[src/common/eic3_pkg.sv]
/*
 * Constants for the external interrupt control bank: register byte offsets,
 * field positions, reset values and bus widths.
 * Assumes a 32-bit classic Wishbone register bus with byte addressing.
 */
package eic3_pkg;

    // Bus shape
    localparam int          EIC3_DATA_W      = 32;
    localparam int          EIC3_SEL_W       = 4;
    localparam int          EIC3_ADDR_W      = 5;
    localparam int          EIC3_NUM_IN      = 3;

    // Register byte offsets
    localparam logic [4:0]  EIC3_OFF_CTRL    = 5'h0_0; // external_irq_control_three
    localparam logic [4:0]  EIC3_OFF_EVT_STS = 5'h0_4; // sticky event status, W1C
    localparam logic [4:0]  EIC3_OFF_EVT_MSK = 5'h0_8; // event mask
    localparam logic [4:0]  EIC3_OFF_PIN_LVL = 5'h0_C; // pin levels, read only
    localparam logic [4:0]  EIC3_OFF_EDGE    = 5'h1_0; // edge select, 1 = rising

    // Field positions inside external_irq_control_three
    localparam int          EIC3_BIT_IN2_PRI = 7;
    localparam int          EIC3_BIT_IN1_PRI = 6;
    localparam int          EIC3_BIT_EN_HI   = 5;
    localparam int          EIC3_BIT_EN_LO   = 3;
    localparam int          EIC3_BIT_FLG_HI  = 2;
    localparam int          EIC3_BIT_FLG_LO  = 0;

    // Reset values
    localparam logic [1:0]  EIC3_RST_PRI     = 2'h3;
    localparam logic [2:0]  EIC3_RST_EN      = 3'h0;
    localparam logic [2:0]  EIC3_RST_FLG     = 3'h0;
    localparam logic [2:0]  EIC3_RST_EVT     = 3'h0;
    localparam logic [2:0]  EIC3_RST_MSK     = 3'h0;
    localparam logic [2:0]  EIC3_RST_EDGE    = 3'h7;
    localparam logic [31:0] EIC3_RD_ZERO     = 32'h0000_0000;

endpackage

[src/common/eic3_if.sv]
/*
 * Carrier between the register front end and the flag latch block.
 * Assumes both ends share one clock; no crossing happens here.
 */
`timescale 1ns/100ps
interface eic3_if #(
    parameter int N = 3
);
    logic [N-1:0] pin_lvl;   // Current input levels
    logic [N-1:0] edge_rise; // Per input: 1 = rising, 0 = falling
    logic [N-1:0] evt;       // One-cycle event pulses
    logic [N-1:0] flag;      // Latched occurrence flags
    logic         clr_we;    // Software write to the flag field
    logic [N-1:0] clr_keep;  // Written flag bits; zero clears

    modport latch (
        input  pin_lvl,
        input  edge_rise,
        input  clr_we,
        input  clr_keep,
        output evt,
        output flag
    );

    modport ctrl (
        output pin_lvl,
        output edge_rise,
        output clr_we,
        output clr_keep,
        input  evt,
        input  flag
    );
endinterface

[src/hdl/eic3_flags.sv]
/*
 * Edge detection and occurrence flag latches for the external inputs.
 * Assumes pin levels already synchronous to clk_i.
 */
`timescale 1ns/100ps
module eic3_flags
    import eic3_pkg::*;
#(
    parameter int N = EIC3_NUM_IN
) (
    input  wire logic clk_i,
    input  wire logic rst_i,
    eic3_if.latch     lp
);

    logic [N-1:0] prev_q;
    logic         primed_q;
    logic [N-1:0] flag_q;
    logic [N-1:0] flag_d;

    // Previous level; first cycle after reset only samples
    always_ff @(posedge clk_i) begin
        if (rst_i) begin
            prev_q   <= '0;
            primed_q <= 1'b0;
        end else begin
            prev_q   <= lp.pin_lvl;
            primed_q <= 1'b1;
        end
    end

    // edge raises event
    // Priming avoids a false edge from a pin already high at reset
    assign lp.evt = primed_q ? ((lp.edge_rise & lp.pin_lvl & ~prev_q)
                              | (~lp.edge_rise & ~lp.pin_lvl & prev_q)) : '0;

    always_comb begin
        flag_d = flag_q;
        if (lp.clr_we) begin
            flag_d = flag_q & lp.clr_keep;
        end
        flag_d = flag_d | lp.evt; // Set wins over a same-cycle clear
    end

    always_ff @(posedge clk_i) begin
        if (rst_i) begin
            flag_q <= EIC3_RST_FLG;
        end else begin
            flag_q <= flag_d;
        end
    end

    assign lp.flag = flag_q;

endmodule

[src/hdl/eic3_top.sv]
/*
 * External interrupt control bank: one control/status byte for three
 * external inputs, with priority routing, enables and occurrence flags,
 * plus event status, mask, pin level and edge select registers.
 *
 * Register words, byte offsets, data in the low bits:
 *   0x00 control byte: priorities, enables, occurrence flags
 *   0x04 event status, write one to clear
 *   0x08 event mask for irq_o
 *   0x0C pin levels, read only
 *   0x10 edge select, one picks the rising edge
 * Unmapped words read as zero; writes there are dropped.
 * Input three has no priority bit and always requests at the high level.
 *
 * Assumes a classic Wishbone master on clk_i and synchronous pin inputs.
 * Pins must already be synchronous to clk_i; there is no synchroniser here.
 * Writes land on the edge at which the master samples ack high.
 */
// Decided for this implementation: the register addresses and the Wishbone interface to the registers.
// Functional notes
// - Bit 7 sets input two priority, bit 6 input one; one is high.
// - Bits 5..3 enable inputs three, two, one; zero blocks requests.
// - Bits 2..0 are occurrence flags, set when the input's event occurs.
// - Flags stay set until software writes zero to them.
// - Flags set regardless of the input enable or global enable.
`timescale 1ns/100ps
module eic3_top
    import eic3_pkg::*;
#(
    parameter int ADDR_W = EIC3_ADDR_W
) (
    input  wire logic                   clk_i,
    input  wire logic                   rst_i,
    input  wire logic [ADDR_W-1:0]      wb_adr_i,
    input  wire logic [EIC3_DATA_W-1:0] wb_dat_i,
    output logic      [EIC3_DATA_W-1:0] wb_dat_o,
    input  wire logic                   wb_we_i,
    input  wire logic [EIC3_SEL_W-1:0]  wb_sel_i,
    input  wire logic                   wb_cyc_i,
    input  wire logic                   wb_stb_i,
    output logic                        wb_ack_o,
    input  wire logic                   ext_in1_i,
    input  wire logic                   ext_in2_i,
    input  wire logic                   ext_in3_i,
    output logic                        irq_high_o,
    output logic                        irq_low_o,
    output logic                        irq_o
);

    localparam int N = EIC3_NUM_IN;

    // Word match on address; byte lane bits are ignored
    function automatic logic adr_hit(input logic [ADDR_W-1:0] adr,
                                     input logic [4:0]        off);
        adr_hit = (adr[ADDR_W-1:2] == off[ADDR_W-1:2]);
    endfunction

    eic3_if #(.N(N)) lk ();

    // Bus side state
    logic             ack_q;
    logic [31:0]      dat_q;
    logic [31:0]      rd_d;
    logic             acc;

    // Write strobes, one per writable word
    logic             wr_lane0;
    logic             wr_ctrl;
    logic             wr_sts;
    logic             wr_msk;
    logic             wr_edge;

    // Control byte fields; the flags live in the latch block
    logic [1:0]       prio_q;
    logic [N-1:0]     en_q;
    logic [7:0]       ctrl_byte;

    // Event side: edge select, sticky status and its mask
    logic [N-1:0]     edge_q;
    logic [N-1:0]     evt_sts_q;
    logic [N-1:0]     evt_msk_q;

    // Request routing and the registered interrupt outputs
    logic [N-1:0]     req;
    logic [N-1:0]     high_sel;
    logic             irq_high_q;
    logic             irq_low_q;
    logic             irq_q;

    // Access is taken once per request; ack drops the cycle after
    assign acc      = wb_cyc_i & wb_stb_i & ~ack_q;
    // Writes land on the answer edge, where the master samples ack high;
    // a request dropped before its ack leaves every register untouched
    assign wr_lane0 = wb_cyc_i & wb_stb_i & ack_q & wb_we_i & wb_sel_i[0];
    assign wr_ctrl  = wr_lane0 & adr_hit(wb_adr_i, EIC3_OFF_CTRL);
    assign wr_sts   = wr_lane0 & adr_hit(wb_adr_i, EIC3_OFF_EVT_STS);
    assign wr_msk   = wr_lane0 & adr_hit(wb_adr_i, EIC3_OFF_EVT_MSK);
    assign wr_edge  = wr_lane0 & adr_hit(wb_adr_i, EIC3_OFF_EDGE);

    // Pins and flag clears toward the latch block
    assign lk.pin_lvl   = {ext_in3_i, ext_in2_i, ext_in1_i};
    assign lk.edge_rise = edge_q;
    assign lk.clr_we    = wr_ctrl;
    assign lk.clr_keep  = wb_dat_i[EIC3_BIT_FLG_HI:EIC3_BIT_FLG_LO];

    eic3_flags #(
        .N (N)
    ) u_flags (
        .clk_i (clk_i),
        .rst_i (rst_i),
        .lp    (lk)
    );

    // Bus acknowledge, one cycle after the request appears
    always_ff @(posedge clk_i) begin
        if (rst_i) begin
            ack_q <= 1'b0;
        end else begin
            ack_q <= acc;
        end
    end

    always_ff @(posedge clk_i) begin
        if (rst_i) begin
            prio_q <= EIC3_RST_PRI;
            en_q   <= EIC3_RST_EN;
        end else if (wr_ctrl) begin
            prio_q <= wb_dat_i[EIC3_BIT_IN2_PRI:EIC3_BIT_IN1_PRI];
            en_q   <= wb_dat_i[EIC3_BIT_EN_HI:EIC3_BIT_EN_LO];
        end
    end

    // Edge select per input
    always_ff @(posedge clk_i) begin
        if (rst_i) begin
            edge_q <= EIC3_RST_EDGE;
        end else if (wr_edge) begin
            edge_q <= wb_dat_i[N-1:0];
        end
    end

    // Event status, write one to clear; a new event wins over the clear
    always_ff @(posedge clk_i) begin
        if (rst_i) begin
            evt_sts_q <= EIC3_RST_EVT;
        end else begin
            evt_sts_q <= (evt_sts_q & ~(wr_sts ? wb_dat_i[N-1:0] : '0)) | lk.evt;
        end
    end

    // Event mask
    always_ff @(posedge clk_i) begin
        if (rst_i) begin
            evt_msk_q <= EIC3_RST_MSK;
        end else if (wr_msk) begin
            evt_msk_q <= wb_dat_i[N-1:0];
        end
    end

    // Control byte as software sees it
    assign ctrl_byte = {prio_q, en_q, lk.flag};

    // Read mux; unmapped words read as zero and still acknowledge
    always_comb begin
        rd_d = EIC3_RD_ZERO;
        if (adr_hit(wb_adr_i, EIC3_OFF_CTRL)) begin
            rd_d[7:0] = ctrl_byte;
        end else if (adr_hit(wb_adr_i, EIC3_OFF_EVT_STS)) begin
            rd_d[N-1:0] = evt_sts_q;
        end else if (adr_hit(wb_adr_i, EIC3_OFF_EVT_MSK)) begin
            rd_d[N-1:0] = evt_msk_q;
        end else if (adr_hit(wb_adr_i, EIC3_OFF_PIN_LVL)) begin
            rd_d[N-1:0] = lk.pin_lvl;
        end else if (adr_hit(wb_adr_i, EIC3_OFF_EDGE)) begin
            rd_d[N-1:0] = edge_q;
        end
    end

    // Read data captured with the ack, held until the next read access
    always_ff @(posedge clk_i) begin
        if (rst_i) begin
            dat_q <= EIC3_RD_ZERO;
        end else if (acc && !wb_we_i) begin
            dat_q <= rd_d;
        end
    end

    assign wb_dat_o = dat_q;
    assign wb_ack_o = ack_q;

    // request routing
    // Input three has no priority bit and always goes high
    assign req      = lk.flag & en_q;
    assign high_sel = {1'b1, prio_q};

    // Registered requests: one cycle from flag or enable change
    always_ff @(posedge clk_i) begin
        if (rst_i) begin
            irq_high_q <= 1'b0;
            irq_low_q  <= 1'b0;
        end else begin
            irq_high_q <= |(req & high_sel);
            irq_low_q  <= |(req & ~high_sel);
        end
    end

    // Summary interrupt from unmasked event status
    always_ff @(posedge clk_i) begin
        if (rst_i) begin
            irq_q <= 1'b0;
        end else begin
            irq_q <= |(evt_sts_q & evt_msk_q);
        end
    end

    assign irq_high_o = irq_high_q;
    assign irq_low_o  = irq_low_q;
    assign irq_o      = irq_q;

endmodule
[config.mk]
export PLATFORM = sky130hd
export DESIGN_NAME = eic3_top
export DESIGN_NICKNAME = d
export VERILOG_FILES = /design/src/common/eic3_pkg.sv /design/src/common/eic3_if.sv /design/src/hdl/eic3_flags.sv /design/src/hdl/eic3_top.sv
export SDC_FILE = /design/constraint.sdc
export NUM_CORES = 1
export LEC_CHECK = 0
export ABC_AREA = 1
export BUFFER_PORTS_ARGS = -buffer_cell sky130_fd_sc_hd__buf_2
export CORE_MARGIN = 3
export CORE_UTILIZATION = 44
export CTS_CLUSTER_SIZE = 14
export DETAILED_ROUTE_END_ITERATION = 10
export PLACE_DENSITY = 0.78
export SLEW_MARGIN = 20
export SYNTH_ARGS = -nofsm -noshare
export SYNTH_HDL_FRONTEND = slang
export SYNTH_SLANG_ARGS = --single-unit
[constraint.sdc]
create_clock -name clk_i -period 1.4 [get_ports clk_i]
set_input_delay 0.28 -clock clk_i [delete_from_list [all_inputs] [get_ports clk_i]]
set_output_delay 0.28 -clock clk_i [all_outputs]
set_load 0.05 [all_outputs]
# Word-level counts from Yosys, hierarchy flattened

Cells that the tools add are included.
W data, S select, Z words.

Add/subtract/negate cells: 0
$mul: 0
Divide/modulo/power cells: 0
$lt $le $gt $ge: 0
Eq/ne operators: 4
Shifts and indexed selects: 0
Mux-type cells: 10
Bitwise logic cells: 28
Reductions and logical operators: 6

Operators with widths:

| operator             | number |
|---|---|
| $and A3 B3 Y3        | 10 |
| $mux W3              | 8 |
| $not A3 Y3           | 5 |
| $and A1 B1 Y1        | 9 |
| $or A3 B3 Y3         | 3 |
| $reduce_or A3 Y1     | 3 |
| $eq A3 B2 Y1 const B | 2 |
| $mux W5              | 1 |
| $eq A3 B1 Y1 const B | 1 |
| $eq A3 B3 Y1 const B | 1 |
| $logic_not A3 Y1     | 1 |
| $logic_and A1 B1 Y1  | 1 |
| $logic_not A1 Y1     | 1 |
| $mux W1              | 1 |
| $not A1 Y1           | 1 |

Register bits after elaboration: 33
Latch bits: 0
RAM bits: 0
Bits in read-only memories: 0
Input bits: 49
Memories: 0

# Logic depth before layout (Yosys ltp)

Word-level depth: 9
Gate-level depth with buffers: 8
Gate-level depth less buffers: 7

# By module

A second synthesis with hierarchy kept.

Cells, all modules: 220
Area, all modules: 1645.3 um2

Modules (own cells, without submodules):

| module     | instances | cells an instance | area each (um2) |
|---|---|---|---|
| eic3_top   | 1         | 181               | 1370.1 |
| eic3_flags | 1         | 39                | 275.3 |

# Worst setup path before layout

OpenSTA, ideal clock, no wires.

Path type: flip-flop to flip-flop
From: reg ack_q, in the netlist wb_ack_o
To: reg u_flags.flag_q[0], in the netlist u_flags.lp.flag[0]
Library setup time: 0.132 ns
Data arrival time: 1.393 ns
Data required time: 1.268 ns
Setup slack: -0.125 ns
Cell stages (with the launch flop): 6
Buffers on the path: 0
Cell sequence: dfxtp_1 nand3_1 nor2_4 nand2_4 o21ai_0 a21oi_1

Word-level cells in the longest chain between the ends: 6

RTL lines:

| what                        | line             | source |
|---|---|---|
| from (decl)                 | eic3_top.sv:61   | `logic ack_q;` |
| from (signal assigned)      | eic3_top.sv:117  | `ack_q <= 1'b0;` |
| from (signal assigned)      | eic3_top.sv:119  | `ack_q <= acc;` |
| $and A1 B1 Y1 (3 in series) | eic3_top.sv:94   | `assign wr_lane0 = wb_cyc_i & wb_stb_i & ack_q & wb_we_i & wb_sel_i[0];` |
| $and A1 B1 Y1               | eic3_top.sv:95   | `assign wr_ctrl = wr_lane0 & adr_hit(wb_adr_i, EIC3_OFF_CTRL);` |
| $mux W3                     | eic3_flags.sv:39 | `if (lp.clr_we) begin` |
| $or A3 B3 Y3                | eic3_flags.sv:42 | `flag_d = flag_d \| lp.evt;` |
| to (signal assigned)        | eic3_flags.sv:49 | `flag_q <= flag_d;` |
| to (decl)                   | eic3_flags.sv:18 | `logic [N-1:0] flag_q;` |

No other way between the ends.
A chain may end at the register's enable or synchronous reset.

# Final worst setup path

From: reg ack_q, in the netlist wb_ack_o
To: out wb_ack_o

RTL lines:

| what      | line           | source |
|---|---|---|
| to (decl) | eic3_top.sv:41 | `output logic wb_ack_o,` |

No word-level cell between the ends.

==> summary.md <==
| Metric | Value |
|---|---|
| Status | `finished clean` |
| Clock Skews | `0.00924 ns` |
| First-pass GRT wire length | `5.09 mm` |
| Ports | `85` |
| CTS clk-pin slew, worst paths | `0.10 ns` |
| Largest net degree at the start of global routing | `20` |
| Seq/Total Area, Yosys | `just over 40%` |
| DIE AREA | `4420 um^2` |
| Yosys reg bits | `33` |
| Post-CTS setup buffers | `0` |
| Root Driver | `clkbuf_4` |
| Fraction of the mapped netlist area in simple logic gates | `27.6%` |
| Die Span Y | `around 66 um` |
| Share of post-route cells with drive strength above 1 | `23.8%` |
| Internal power | `between 0.001 and 0.0015 W` |
| CTS H-tree depth | `2` |
| Max_cap viols | `0` |
| Comb power frac | `17.0%` |
| Fillcell total | `345` |
| Top delay family on crit path | `flip-flops` |
| Crit-path cells | `buf_2` |
| DR iter-0 viols | `47` |
| Syn-to-layout area delta | `9.49%` |
| Antenna cells | `0` |
| Final Setup Violations | `0` |
| Initial antenna violation count | `0` |
| Switching power | `~0.00058 W` |
| Commonest cells after routing, fill and taps aside | `dfxtp_1, buf_2, nand2_1, conb_1, nor2_1` |
| Via count | `1347` |
| Num CTS Buffers | `5` |
| Final min period | `1.27 ns` |
| CORE AREA | `~3400 um^2` |
| Worst-Skew Late Latency | `0.34 ns` |
| DRC | `0` |
| Hold Fails Final Rpt | `0` |
| Largest family of logic cells by synthesized area | `simple AND/OR/NAND/NOR gates` |
| Layout net count | `288` |
| Min-Delay Path Class | `input port to register` |
| Die W | `about 66 um` |
| Crit path arrival time | `0.99 ns` |
| Clock buffer depth | `2` |
| DR vias/cell | `4.71` |
| Worst VDD drop | `between 0.4 and 0.5 mV` |
| Leak | `0.825 nW` |
| Register share of total power | `approximately 55%` |
| PortBufs | `31` |
| Rows | `21` |
| Max Slew Vio Count | `0` |
| WP buf/inv | `1` |
| Post-synth cell types | `26` |
| Post-synthesis compound-gate area fraction | `13.5%` |
| Crit path launch type | `register` |
| Total gr overflow | `0` |
| Crit path kind | `register to output port` |
| Sw Ratio | `~32%` |
| Routed Antenna Nets | `0` |
| CP Max Fanout | `4` |
| RSZ-0062 raised after global routing | `no` |
| Clk sinks | `33` |
| Non-filler cells, final | `286` |
| DP Wirelength | `2.41 mm` |
| Worst path max stage delay | `about 0.38 ns` |
| Power share of the clock group | `28.6%` |
| Final GP Congestion | `about 0.78` |
| Vias in the first global route | `1185` |
| Post-synthesis xor/xnor area fraction | `0%` |
| Placed cells | `278` |
| Syn_area_per_cell | `7.84 um^2` |
| Post-Syn Area | `1610 um^2` |
| Mux cell area share after synthesis | `0%` |
| Cts repair resizes | `0` |
| Hold buffers post-CTS | `0` |
| Max Clk Rate | `between 0.7 and 0.8 GHz` |
| Slowest CP cell | `dfxtp_2` |
| TNS Setup | `0 ns` |
| CTS tree | `yes` |
| Wire per inst | `10.8 um` |
| Routed wire length | `just over 3 mm` |
| Final period utilization | `90.8%` |
| Crit. End Element | `output port` |
| Adder-Cell Fraction of Synth Area | `0%` |
| Most common cell after layout, fill and taps aside | `dfxtp_1` |
| Initial core utilization | `a little under half` |
| Critical Path RT | `1.12 ns` |
| Pre-antenna DRT Iters | `7` |
| Pwr/cell area | `1020 nW/um^2` |
| Total Routing Usage GR | `between 10% and 20%` |
| Synth warnings | `0` |
| Cells after Synth | `205` |
==> cells by family after synthesis <==
kind of cell    Yosys count
simple gates             85
buf+inv                  46
other cells               1
compound gates           40
flops                    33
==> final timing paths <==
path | start | slack (ns) | to | depth (start not counted)
worst min-delay path | wb_dat_i[6] | 0.14 | prio_q[0] | 3
worst max register to register | wb_ack_o | 0.24 | u_flags.lp.flag[1] | 5
worst min register to register | wb_dat_o[4] | 0.47 | wb_dat_o[4] | 2
worst max-delay path | wb_ack_o | 0.13 | wb_ack_o | 1
==> per-stage QoR <==
stage               setup slack [ns]  utilization, %  hold slack, ns  area, um^2  power [W]
detailed placement             0.138            50.0           0.459        1710    0.00131
global placement               0.160            50.0           0.455        1710    0.00130
floorplan                      0.114               -           0.387        1700    0.00130
finish                         0.129            51.5           0.138        1760    0.00180
global route                  0.0790            51.5           0.140        1760    0.00189
CTS                            0.114            51.5           0.127        1760    0.00182
==> layer usage <==
metal	wire length, um	track usage, %	up-vias
met5	0	0	-
li1	-	-	704
met3	217	4.05	7
met1	1400	19.4	586
met4	41	5.33	0
met2	1440	24.3	50
==> tightest hold or removal path: stages <==
cell and delay, ns:
buf_2 0.08, nand2_1 0.04, nand3_1 0.05
==> flip-flops by register name, summed over array words and instances (netlist names) <==
name	flops
irq_high_o	1
wb_dat_o	8
u_flags.primed_q	1
wb_ack_o	1
u_flags.lp.flag	3
irq_o	1
evt_sts_q	3
en_q	3
irq_low_o	1
edge_q	3
evt_msk_q	3
u_flags.prev_q	3
prio_q	2
==> area by class of cell <==
cell class	instances	area, um^2	area share, %
timing repair buffer	33	170	9.67
tap	46	57.6	3.27
clock buffer	7	45.0	2.56
multi-input combinational	149	752	42.7
inverter	17	66.3	3.77
sequential	33	662	37.6
clock inverter	1	7.51	0.426
==> power groups by stage <==
stage | Sequential (W) | Clock, W | Combinational [W]
global route | 0.000984 | 0.000576 | 0.000330
floorplan | 0.00101 | 0 | 0.000288
global placement | 0.00100 | 0 | 0.000300
CTS | 0.000981 | 0.000535 | 0.000306
finish | 0.000981 | 0.000515 | 0.000306
detailed placement | 0.00100 | 0 | 0.000305
==> cells in the mapped netlist, drive strengths merged <==
| library cell | number | area [um^2] |
|---|---|---|
| conb | 1 | 3.75 |
| a21oi | 18 | 97.6 |
| clkbuf | 2 | 7.51 |
| inv | 16 | 62.6 |
| nand4 | 6 | 37.5 |
| nor3 | 3 | 26.3 |
| dfxtp | 33 | 661 |
| nand3b | 4 | 30.0 |
| o211ai | 4 | 30.0 |
| nor2 | 25 | 121 |
| o21ai | 18 | 90.1 |
| clkinv | 1 | 3.75 |
| nand2 | 27 | 119 |
| buf | 27 | 208 |
| nand3 | 20 | 110 |
No activity file was read; power rests on OpenSTA's default activity.
